**config.mk**
```make
export PLATFORM = sky130hd
export DESIGN_NAME = act_dev_flat
export DESIGN_NICKNAME = d
export VERILOG_FILES = /design/src/design/act_pkg.sv /design/src/design/act_sfr_if.sv /design/src/design/act_dev.sv /design/src/flat_wrapper.sv
export SDC_FILE = /design/constraint.sdc
export NUM_CORES = 1
export LEC_CHECK = 0
export BUFFER_PORTS_ARGS = -buffer_cell sky130_fd_sc_hd__buf_2
export CORE_MARGIN = 1.5
export CORE_UTILIZATION = 56
export DETAILED_ROUTE_END_ITERATION = 8
export PLACE_DENSITY = 0.92
export SYNTH_ARGS = -nofsm -noshare
export SYNTH_HDL_FRONTEND = slang
export SYNTH_SLANG_ARGS = --single-unit
```
**constraint.sdc**
```tcl
create_clock -name CLOCK_IN -period 4.9 [get_ports CLOCK_IN]
set_clock_uncertainty 0.05 [all_clocks]
set_input_delay 0.49 -clock CLOCK_IN [delete_from_list [all_inputs] [get_ports CLOCK_IN]]
set_output_delay 0.49 -clock CLOCK_IN [all_outputs]
set_load 0.05 [all_outputs]
```
**src/design/act_pkg.sv**
```systemverilog
// Shared constants for the converter control block and its processor-side master.
// Assumes one 25 MHz clock for both ends and a byte-wide special function register bus.
// Behaviour
// - conversions only while converter enable is set
// - host enables converter ten microseconds before starting
// - enable cannot clear while busy or done
// - output converter 0 enable writable only idle
// - host never sets both converter enables
// - channel select decodes input, writable idle only
// - reset selects processor clock for converter
// - processor clocked conversion takes 31 machine cycles
// - rc clock select switches to rc oscillator
// - rc mode independent of processor clock source
// - rc mode: machine cycle sync plus rc clocks
// - host keeps processor clock at least 1 MHz
// - avoid rc mode above 4 MHz external clock; bench runs rc mode at 25 MHz
// - writing start begins; busy holds during conversion
// - end clears busy, sets done together
// - result held until next conversion ends
// - done must clear before next start
package act_pkg;

	////////////////////////////////////////////////////////////////////////
	// Register map
	localparam logic [7:0] CTRL_ADDR   = 8'hc0;
	localparam logic [7:0] RESULT_ADDR = 8'hc5;
	localparam logic [7:0] CTRL_RESET  = 8'h00;
	localparam logic [7:0] RESULT_RESET = 8'h00;
	localparam logic [7:0] READ_ZERO   = 8'h00;

	////////////////////////////////////////////////////////////////////////
	// Control field positions
	localparam int unsigned CB_ENABLE = 7;
	localparam int unsigned CB_DAC1   = 6;
	localparam int unsigned CB_SHARED_RESULT_REG   = 5;
	localparam int unsigned CB_DONE   = 4;
	localparam int unsigned CB_START  = 3;
	localparam int unsigned CB_RC     = 2;
	localparam int unsigned CB_CH_HI  = 1;
	localparam int unsigned CB_CH_LO  = 0;

	// Single-bit field masks for the master side
	localparam logic [7:0] M_ENABLE = 8'h80;
	localparam logic [7:0] M_START  = 8'h08;
	localparam logic [7:0] M_RC     = 8'h04;

	////////////////////////////////////////////////////////////////////////
	// Timing
	localparam int unsigned CLK_MHZ   = 25;
	localparam int unsigned SETTLE_US = 10;
	localparam logic [8:0]  SETTLE_CYC = 9'(SETTLE_US * CLK_MHZ);
	localparam logic [8:0]  SETTLE_ZERO = 9'h000;
	localparam logic [2:0]  MC_LAST = 3'h5;       // Six clocks per machine cycle
	localparam logic [2:0]  PH_ZERO = 3'h0;
	localparam logic [7:0]  CPU_CONV_MC = 8'h1f;  // 31 machine cycles
	localparam logic [7:0]  RC_SYNC_MC  = 8'h03;  // 3 machine cycles
	localparam logic [7:0]  RC_CONV_CLKS = 8'h6c; // 108 rc clocks
	localparam logic [7:0]  CNT_ZERO = 8'h00;
	localparam logic [7:0]  CNT_ONE  = 8'h01;

	////////////////////////////////////////////////////////////////////////
	// Host command codes
	localparam logic [1:0] OP_ENABLE  = 2'h1;
	localparam logic [1:0] OP_DISABLE = 2'h2;
	localparam logic [1:0] OP_CONVERT = 2'h3;

endpackage

```
**src/design/act_sfr_if.sv**
```systemverilog
// Special function register bus between processor master and converter control.
// Assumes both ends share one clock; all signals are plain levels or one-cycle strobes.
`timescale 1ns/1ps
interface act_sfr_if;
	logic [7:0] sfr_addr;
	logic       sfr_wr;      // Byte write strobe
	logic       sfr_bit_wr;  // Single bit write strobe, value in wdata bit 0
	logic [2:0] sfr_bit_idx;
	logic       sfr_rd;      // Read strobe, data next cycle
	logic [7:0] sfr_wdata;
	logic [7:0] sfr_rdata;

	modport dev (
		input  sfr_addr, sfr_wr, sfr_bit_wr, sfr_bit_idx, sfr_rd, sfr_wdata,
		output sfr_rdata
	);
	modport host (
		output sfr_addr, sfr_wr, sfr_bit_wr, sfr_bit_idx, sfr_rd, sfr_wdata,
		input  sfr_rdata
	);
endinterface

```
**src/design/act_dev.sv**
```systemverilog
// Converter control register, conversion sequencer and result holding register.
// Assumes rc oscillator and sample value arrive synchronous to CLOCK_IN.
`timescale 1ns/1ps
module act_dev
	import act_pkg::*;
(
	// Clock and reset
	input  wire logic       CLOCK_IN,
	input  wire logic       RSTN_IN,
	// Register bus
	act_sfr_if.dev          sfr,
	// Converter front end
	input  wire logic       RC_CLK_IN,
	input  wire logic [7:0] SAMPLE_IN,
	// Analog controls
	output logic            CONV_EN_OUT,
	output logic            SHARED_RESULT_REG_EN_OUT,
	output logic            DAC1_EN_OUT,
	output logic            RC_SEL_OUT,
	output logic [1:0]      CHAN_SEL_OUT,
	// Status
	output logic            BUSY_OUT,
	output logic            DONE_OUT,
	output logic [7:0]      RESULT_OUT
);

	////////////////////////////////////////////////////////////////////////
	// Sequencer states
	typedef enum logic [3:0] {
		DS_IDLE = 4'h1,
		DS_CPU  = 4'h2,
		DS_SYNC = 4'h4,
		DS_RC   = 4'h8
	} act_dev_state_t;

	act_dev_state_t state_r;
	act_dev_state_t state_nxt;
	logic [7:0]     ctrl_r;
	logic [7:0]     ctrl_nxt;
	logic [7:0]     result_r;
	logic [7:0]     result_nxt;
	logic [7:0]     rdata_r;
	logic [7:0]     rdata_nxt;
	logic [7:0]     cnt_r;
	logic [7:0]     cnt_nxt;
	logic [2:0]     ph_r;
	logic [2:0]     ph_nxt;
	logic           rc_prev_r;
	logic           rc_prev_nxt;
	logic [7:0]     wr_val;
	logic           ctrl_hit;
	logic           busy;
	logic           done;
	logic           idle;
	logic           start_ok;
	logic           finish;
	logic           mc_tick;
	logic           rc_edge;

	////////////////////////////////////////////////////////////////////////
	// Merge a single bit write into the current byte
	function automatic logic [7:0] merge_bit(input logic [7:0] cur,
	                                         input logic [2:0] idx,
	                                         input logic       val);
		logic [7:0] res;
		res = cur;
		res[idx] = val;
		return res;
	endfunction

	// Address match, shared by write and read paths
	function automatic logic is_addr(input logic [7:0] a, input logic [7:0] ref_a);
		return a == ref_a;
	endfunction

	////////////////////////////////////////////////////////////////////////
	// Write decode and status views
	always_comb begin
		if (sfr.sfr_bit_wr) begin
			wr_val = merge_bit(ctrl_r, sfr.sfr_bit_idx, sfr.sfr_wdata[0]);
		end else begin
			wr_val = sfr.sfr_wdata;
		end
		ctrl_hit = (sfr.sfr_wr | sfr.sfr_bit_wr) & is_addr(sfr.sfr_addr, CTRL_ADDR);
		busy     = ctrl_r[CB_START];
		done     = ctrl_r[CB_DONE];
		idle     = ~busy & ~done;
		// Start needs enable, not busy, done already clear
		start_ok = ctrl_hit & wr_val[CB_START] & ctrl_r[CB_ENABLE] & idle;
		rc_edge  = RC_CLK_IN & ~rc_prev_r;
		mc_tick  = (ph_r == MC_LAST);
	end

	////////////////////////////////////////////////////////////////////////
	// Machine cycle phase and rc edge tracking
	always_comb begin
		rc_prev_nxt = RC_CLK_IN;
		// Phase restarts on start so the cycle count is exact, not off by a partial cycle
		if (start_ok | mc_tick) begin
			ph_nxt = PH_ZERO;
		end else begin
			ph_nxt = ph_r + 3'h1;
		end
	end

	always_ff @(posedge CLOCK_IN or negedge RSTN_IN) begin
		if (!RSTN_IN) begin
			ph_r      <= PH_ZERO;
			rc_prev_r <= 1'b0;
		end else begin
			ph_r      <= ph_nxt;
			rc_prev_r <= rc_prev_nxt;
		end
	end

	////////////////////////////////////////////////////////////////////////
	// Conversion sequencer
	always_comb begin
		state_nxt = state_r;
		cnt_nxt   = cnt_r;
		finish    = 1'b0;
		case (state_r)
			DS_IDLE: begin
				if (start_ok) begin
					cnt_nxt = CNT_ZERO;
					if (ctrl_r[CB_RC]) begin
						state_nxt = DS_SYNC;
					end else begin
						state_nxt = DS_CPU;
					end
				end
			end
			DS_CPU: begin
				if (mc_tick) begin
					cnt_nxt = cnt_r + CNT_ONE;
					if (cnt_r == CPU_CONV_MC - CNT_ONE) begin
						finish    = 1'b1;
						state_nxt = DS_IDLE;
					end
				end
			end
			DS_SYNC: begin
				// Hand over from machine cycles to rc clocks
				if (mc_tick) begin
					cnt_nxt = cnt_r + CNT_ONE;
					if (cnt_r == RC_SYNC_MC - CNT_ONE) begin
						cnt_nxt   = CNT_ZERO;
						state_nxt = DS_RC;
					end
				end
			end
			DS_RC: begin
				// A stopped rc clock stalls here; sequencer does not time out
				if (rc_edge) begin
					cnt_nxt = cnt_r + CNT_ONE;
					if (cnt_r == RC_CONV_CLKS - CNT_ONE) begin
						finish    = 1'b1;
						state_nxt = DS_IDLE;
					end
				end
			end
			default: begin
				state_nxt = DS_IDLE;
				cnt_nxt   = CNT_ZERO;
			end
		endcase
	end

	always_ff @(posedge CLOCK_IN or negedge RSTN_IN) begin
		if (!RSTN_IN) begin
			state_r <= DS_IDLE;
			cnt_r   <= CNT_ZERO;
		end else begin
			state_r <= state_nxt;
			cnt_r   <= cnt_nxt;
		end
	end

	////////////////////////////////////////////////////////////////////////
	// Control register with write locks
	always_comb begin
		ctrl_nxt   = ctrl_r;
		result_nxt = result_r;
		if (ctrl_hit) begin
			// Enable may always be set, cleared only when idle
			ctrl_nxt[CB_ENABLE] = wr_val[CB_ENABLE] | (ctrl_r[CB_ENABLE] & ~idle);
			ctrl_nxt[CB_DAC1]   = wr_val[CB_DAC1];
			if (idle) begin
				ctrl_nxt[CB_SHARED_RESULT_REG] = wr_val[CB_SHARED_RESULT_REG];
			end
			// Software only clears done; writing one is ignored
			if (!wr_val[CB_DONE]) begin
				ctrl_nxt[CB_DONE] = 1'b0;
			end
			// Rc select held during a conversion so timing cannot change mid-flight
			if (!busy) begin
				ctrl_nxt[CB_RC] = wr_val[CB_RC];
			end
			// Channel may change with the starting write, not with the clearing one
			if (idle) begin
				ctrl_nxt[CB_CH_HI] = wr_val[CB_CH_HI];
				ctrl_nxt[CB_CH_LO] = wr_val[CB_CH_LO];
			end
		end
		if (start_ok) begin
			ctrl_nxt[CB_START] = 1'b1;
		end
		// Completion wins over a clearing write in the same cycle
		if (finish) begin
			ctrl_nxt[CB_START] = 1'b0;
			ctrl_nxt[CB_DONE]  = 1'b1;
			result_nxt         = SAMPLE_IN;
		end
	end

	always_ff @(posedge CLOCK_IN or negedge RSTN_IN) begin
		if (!RSTN_IN) begin
			ctrl_r   <= CTRL_RESET;
			result_r <= RESULT_RESET;
		end else begin
			ctrl_r   <= ctrl_nxt;
			result_r <= result_nxt;
		end
	end

	////////////////////////////////////////////////////////////////////////
	// Read path, registered; unmapped addresses read zero
	always_comb begin
		rdata_nxt = rdata_r;
		if (sfr.sfr_rd) begin
			if (is_addr(sfr.sfr_addr, CTRL_ADDR)) begin
				rdata_nxt = ctrl_r;
			end else if (is_addr(sfr.sfr_addr, RESULT_ADDR)) begin
				rdata_nxt = result_r;
			end else begin
				rdata_nxt = READ_ZERO;
			end
		end
	end

	always_ff @(posedge CLOCK_IN or negedge RSTN_IN) begin
		if (!RSTN_IN) begin
			rdata_r <= READ_ZERO;
		end else begin
			rdata_r <= rdata_nxt;
		end
	end

	////////////////////////////////////////////////////////////////////////
	// Outputs straight from registers
	assign sfr.sfr_rdata    = rdata_r;
	assign CONV_EN_OUT      = ctrl_r[CB_ENABLE];
	assign SHARED_RESULT_REG_EN_OUT      = ctrl_r[CB_SHARED_RESULT_REG];
	assign DAC1_EN_OUT      = ctrl_r[CB_DAC1];
	assign RC_SEL_OUT       = ctrl_r[CB_RC];
	assign CHAN_SEL_OUT     = {ctrl_r[CB_CH_HI], ctrl_r[CB_CH_LO]};
	assign BUSY_OUT         = ctrl_r[CB_START];
	assign DONE_OUT         = ctrl_r[CB_DONE];
	assign RESULT_OUT       = result_r;

endmodule // act_dev

```
**src/flat_wrapper.sv**
```systemverilog
// flat-port wrapper written by rule: the top's interface ports become plain ports
module act_dev_flat import act_pkg::*;
  (CLOCK_IN, RSTN_IN, RC_CLK_IN, SAMPLE_IN, CONV_EN_OUT, SHARED_RESULT_REG_EN_OUT, DAC1_EN_OUT, RC_SEL_OUT, CHAN_SEL_OUT, BUSY_OUT, DONE_OUT, RESULT_OUT, sfr_sfr_addr, sfr_sfr_wr, sfr_sfr_bit_wr, sfr_sfr_bit_idx, sfr_sfr_rd, sfr_sfr_wdata, sfr_sfr_rdata);
  act_sfr_if sfr_i ();
  input  wire logic CLOCK_IN;
  input  wire logic RSTN_IN;
  input  wire logic RC_CLK_IN;
  input  wire logic [7:0] SAMPLE_IN;
  output logic CONV_EN_OUT;
  output logic SHARED_RESULT_REG_EN_OUT;
  output logic DAC1_EN_OUT;
  output logic RC_SEL_OUT;
  output logic [1:0] CHAN_SEL_OUT;
  output logic BUSY_OUT;
  output logic DONE_OUT;
  output logic [7:0] RESULT_OUT;
  input wire logic [$bits(sfr_i.sfr_addr)-1:0] sfr_sfr_addr;
  input wire logic [$bits(sfr_i.sfr_wr)-1:0] sfr_sfr_wr;
  input wire logic [$bits(sfr_i.sfr_bit_wr)-1:0] sfr_sfr_bit_wr;
  input wire logic [$bits(sfr_i.sfr_bit_idx)-1:0] sfr_sfr_bit_idx;
  input wire logic [$bits(sfr_i.sfr_rd)-1:0] sfr_sfr_rd;
  input wire logic [$bits(sfr_i.sfr_wdata)-1:0] sfr_sfr_wdata;
  output wire logic [$bits(sfr_i.sfr_rdata)-1:0] sfr_sfr_rdata;
  assign sfr_i.sfr_addr = sfr_sfr_addr;
  assign sfr_i.sfr_wr = sfr_sfr_wr;
  assign sfr_i.sfr_bit_wr = sfr_sfr_bit_wr;
  assign sfr_i.sfr_bit_idx = sfr_sfr_bit_idx;
  assign sfr_i.sfr_rd = sfr_sfr_rd;
  assign sfr_i.sfr_wdata = sfr_sfr_wdata;
  assign sfr_sfr_rdata = sfr_i.sfr_rdata;
  act_dev u_core (.CLOCK_IN(CLOCK_IN), .RSTN_IN(RSTN_IN), .sfr(sfr_i), .RC_CLK_IN(RC_CLK_IN), .SAMPLE_IN(SAMPLE_IN), .CONV_EN_OUT(CONV_EN_OUT), .SHARED_RESULT_REG_EN_OUT(SHARED_RESULT_REG_EN_OUT), .DAC1_EN_OUT(DAC1_EN_OUT), .RC_SEL_OUT(RC_SEL_OUT), .CHAN_SEL_OUT(CHAN_SEL_OUT), .BUSY_OUT(BUSY_OUT), .DONE_OUT(DONE_OUT), .RESULT_OUT(RESULT_OUT));
endmodule
```
==> Word-level counts from Yosys, hierarchy flattened <==
Index checks and enable logic that the tools add are counted.
{ "op_classes": {"addsub": 2, "magnitude_cmp": 2, "eq_ne": 18, "muxes": 31, "n_bitwise": 14, "n_reduce_logical": 8} }
{ "ops": {"columns": ["operator", "count"], "rows": [
  ["$mux 8", 8],
  ["$pmux 8 s4", 1],
  ["$mux 4", 7],
  ["$eq 8x8->1 const B", 2],
  ["$pmux 4 s4", 1],
  ["$ne 2x1->1 const B", 7],
  ["$add 8x1->8 const B", 1],
  ["$bwmux 8", 1],
  ["$eq 8x2->1 const B", 1],
  ["$eq 8x5->1 const B", 1],
  ["$eq 8x7->1 const B", 1],
  ["$mux 1", 8],
  ["$and 1x1->1", 7],
  ["$reduce_and 7->1", 1],
  ["$mux 3", 2],
  ["$reduce_and 2->1", 3],
  ["$eq 4x1->1 const B", 1],
  ["$eq 4x2->1 const B", 1],
  ["$eq 4x3->1 const B", 1],
  ["$eq 4x4->1 const B", 1],
  ["$lt 3x4->1 const B", 1],
  ["$not 1->1", 4],
  ["$reduce_and 4->1", 1],
  ["$reduce_bool 2->1", 2],
  ["9 further kinds", 11]
]} }
{ "totals": {"reg_bits": 40, "inputBits": 33, "out_inout_bits": 24, "wordCells": 86} }

==> Longest topological paths before layout <==
{ "logic_depth": {"depth_word": 11, "depth_mapped": 7, "depth_no_buf": 7} }

==> Least setup slack after synthesis <==
OpenSTA, ideal clock, no wires.
{ "synth_timing": {"kind": "flip-flop to flip-flop", "from": "reg u_core.cnt_r[0]", "to": "reg u_core.state_r[3]", "arrival_time_ns": 2.209, "slack_ns": 2.516, "stages_incl_launch_ff": 8, "n_path_buf": 0, "period_less_slack_ns": 2.384, "cell_sequence": "dfrtp_1 -> inv_1 -> ha_1 -> or4b_4 -> o41ai_4 -> o41ai_1 -> or3_4 -> mux2_4"} }
{ "synth_between": {"elab_chain_cells": 3, "word_cells_on_any_way": 7} }
{ "synth_rtl": {"columns": ["element", "line_no", "rtl"], "rows": [
  ["start: declaration", "act_dev.sv:44", "logic [7:0] cnt_r;"],
  ["start signal: assignment", "act_dev.sv:175", "cnt_r <= cnt_nxt;"],
  ["$eq 8x7->1, or another cell as far along", "act_dev.sv:156", "if (cnt_r == RC_CONV_CLKS - CNT_ONE) begin"],
  ["$ne 2x1->1 (no source line)", null, null],
  ["$reduce_and 7->1 (no source line) (*)", null, null],
  ["end signal: assignment", "act_dev.sv:174", "state_r <= state_nxt;"],
  ["end: declaration", "act_dev.sv:36", "act_dev_state_t state_r;"]
]} }
Every way passes the cells marked *; elsewhere a longest branch is shown, timed or not.
A chain may end at the register's enable or synchronous reset.

==> Worst setup path after layout <==
Same ends and word-level chain as after synthesis.

==> qor.yml <==
outcome: "finished clean"
fp.dieH_um: 65.4
clkLatencyLatePin_ps: 310
antenna_found_initial: 0
power.total_mw: 0.686
cts_buffers: 5
finalInstanceArea_um2: 2570
cp-start-kind: "flip-flop"
r2r_setup_slack_ps: 2350
ctsResizeCount: 0
cts.path.max_buffers: 2
powerDensity_nw_per_um2: 267
cts.sinks: 40
synth_cells: 220
rsz0062_at_grt: "no"
place_ws_ps: 2280
initial_core_util_pct: 59.0
report.final.slew_viol_count: 0
r2r-end: "u_core.state_r[3]$_DFFE_PN0P_"
die_area_um2: 4270
placed_cell_area_um2: 2490
post_cts.repair.setup_buffers: 0
ys_ff_latch: 40
syn_nets: 257
drv_cap: 0
synth_area_leader_cell: "dfrtp_1"
diodes: 0
path_cells: "inv_1, ha_1, or4b_4, o41ai_4, o41ai_1, or3_4, mux2_4"
grt_pass1_vias: 1939
critPathBufInv: 1
clkSlewWorstSetupHoldPaths_ps: 80
peakVddDrop_uv: 235
syn_to_final_growth_pct: 18.2
layout-drive-gt1-share_pct: 29.6
final_util_pct: 69.7
drtAntennaViolNets: 0
hold_class: "in2async"
yosysSeqAreaShare_pct: 46.0
fmax_mhz: 392
min_period_ps: 2550
grt_pass1_wl_mm: 8.96
root_buffer: "clkbuf_8"
vias_per_cell: 6.33
fin_nets: 314
setup_violations: 0
via_count: 2057
worstRegToRegCells: 7
ctsHoldBuffers: 0
synth_top_area_share_pct: 44.8
arrival_ps: 2680
gp_congestion: 0.946
row_count: 22
tightest_slew_ps: 872
crit_family: "simple AND/OR/NAND/NOR gates"
drtIter0Drc: 254
reg2reg_from: "u_core.cnt_r[0]$_DFFE_PN0P_"
async_reset_ff_share_pct: 100
drc_errors: 0
drt_wl_total_mm: 5.58
core_area_um2: 3690
grt_overflow: 0
io_pins: 57
htree_levels: 2
leakagePower_nw: 1.20
worstSetupPathType: "reg2reg"
crit_slowest_cell: "or4b_4"
slowest_delay_ps: 480
required_ps: 5030
worst_slack_ps: 2350
nFillCells: 294
synthesis.area_um2: 2180
synth_edf_count: 0
min_period_over_period_pct: 52.1
ys_types: 48
cts_tree: "done"
cp_max_fo: 8
ys.flop_type: "dfrtp_1"
yosys_warnings: 0
portBuffers: 56
cp-end-kind: "flip-flop"
die_x_um: 65.4
syn_area_per_cell_um2: 9.90
hpwlAfterDp_mm: 3.97
relSlewSlack_pct: 41.8
netlist_top_cells_area: "dfrtp_1 45%, mux2_2 5.2%, nor2_1 4.1%"
groute.usage.overall_pct: 28.0
fin_setup_tns_ps: 0
drtPass1Iterations: 4
wl_per_cell_um: 17.2
hold_violations: 0
grt_max_degree: 41
[cell type report]
class | instances | area [µm²] | area share [%]
Inverter | 9 | 33.8 | 1.31
Multi-Input combinational cell | 165 | 1120 | 43.5
Clock inverter | 1 | 5.00 | 0.195
Clock buffer | 6 | 72.6 | 2.82
Tap cell | 48 | 60.1 | 2.33
Sequential cell | 40 | 1000 | 39.0
Timing Repair Buffer | 56 | 280 | 10.9
[power breakdown]
part	total, mW	switching [mW]	leakage, nW	internal (mW)
Sequential	0.363	0.0147	0.533	0.349
Clock	0.211	0.114	0.0410	0.0968
Combinational	0.111	0.0733	0.628	0.0381
Total	0.686	0.202	1.20	0.484
[registers in the layout, indices dropped and copies added (netlist names)]
| name | cells |
|---|---|
| u_core.RESULT_OUT | 8 |
| u_core.ctrl_r | 8 |
| u_core.state_r | 4 |
| u_core.sfr.sfr_rdata | 8 |
| u_core.cnt_r | 8 |
| u_core.ph_r | 3 |
| u_core.rc_prev_r | 1 |
[logic make-up after synthesis]
| family | share of synthesized area, % |
|---|---|
| flops | 46.0 |
| compound gates | 23.2 |
| fa+ha+maj | 2.30 |
| buf+inv | 2.59 |
| simple gates | 19.5 |
| mux | 6.32 |
[metal layers]
layer | global-route usage (%) | vias up | wire length [µm]
met5 | 0 | - | 0
met4 | 14.6 | 0 | 148
met3 | 5.31 | 16 | 359
met2 | 45.2 | 99 | 2700
met1 | 36.0 | 989 | 2380
li1 | - | 953 | -
[worst max-delay path by stage]
stage | from | slack (ps) | to | depth (start not counted)
after floorplan | u_core.cnt_r[0]$_DFFE_PN0P_ | 2520 | u_core.state_r[3]$_DFFE_PN0P_ | 7
after global placement | u_core.cnt_r[0]$_DFFE_PN0P_ | 2420 | u_core.state_r[3]$_DFFE_PN0P_ | 7
after detailed placement | sfr_sfr_addr[1] | 2280 | u_core.state_r[0]$_DFFE_PN1P_ | 6
after CTS | u_core.cnt_r[0]$_DFFE_PN0P_ | 2340 | u_core.state_r[3]$_DFFE_PN0P_ | 7
after global routing | u_core.cnt_r[0]$_DFFE_PN0P_ | 2250 | u_core.state_r[3]$_DFFE_PN0P_ | 7
final | u_core.cnt_r[0]$_DFFE_PN0P_ | 2350 | u_core.state_r[3]$_DFFE_PN0P_ | 7
[metrics by stage]
step                      hold WS (ps)  cells
after detailed placement           442    318
after global placement             419    318
after CTS                          262    325
after floorplan                    144    220
final                              252    325
after global routing               268    325
[synth_stat cells (all sizes together) (3+ instances only)]
cell	n
dfrtp	39
nor2	24
a21oi	16
mux2	11
a22oi	10
nand2	10
nor3	10
inv	9
o31ai	9
nand3	8
nor2b	7
o21ai	7
clkbuf	5
ha	4
nor4	4
o41ai	4
a32o	3
nand2b	3
nand4	3
o21a	3
o22ai	3
[cell usage in the layout (no fill, tap or decap), types with 4 or more instances in the layout]
master    netlist  layout
clkbuf_8        0       5
o31ai_1         9       9
nand3_1         8       8
dfrtp_1        39      39
nor4_1          4       4
nor3_1          9       9
buf_2           0      56
a21oi_1        16      16
nor2b_1         7       7
inv_1           9       9
nor2_1         24      24
nand2_1        10      10
mux2_2         10      10
a22oi_1        10      10
o21ai_0         4       4
ha_1            4       4
Note: power is estimated with default switching activity, not from simulation.
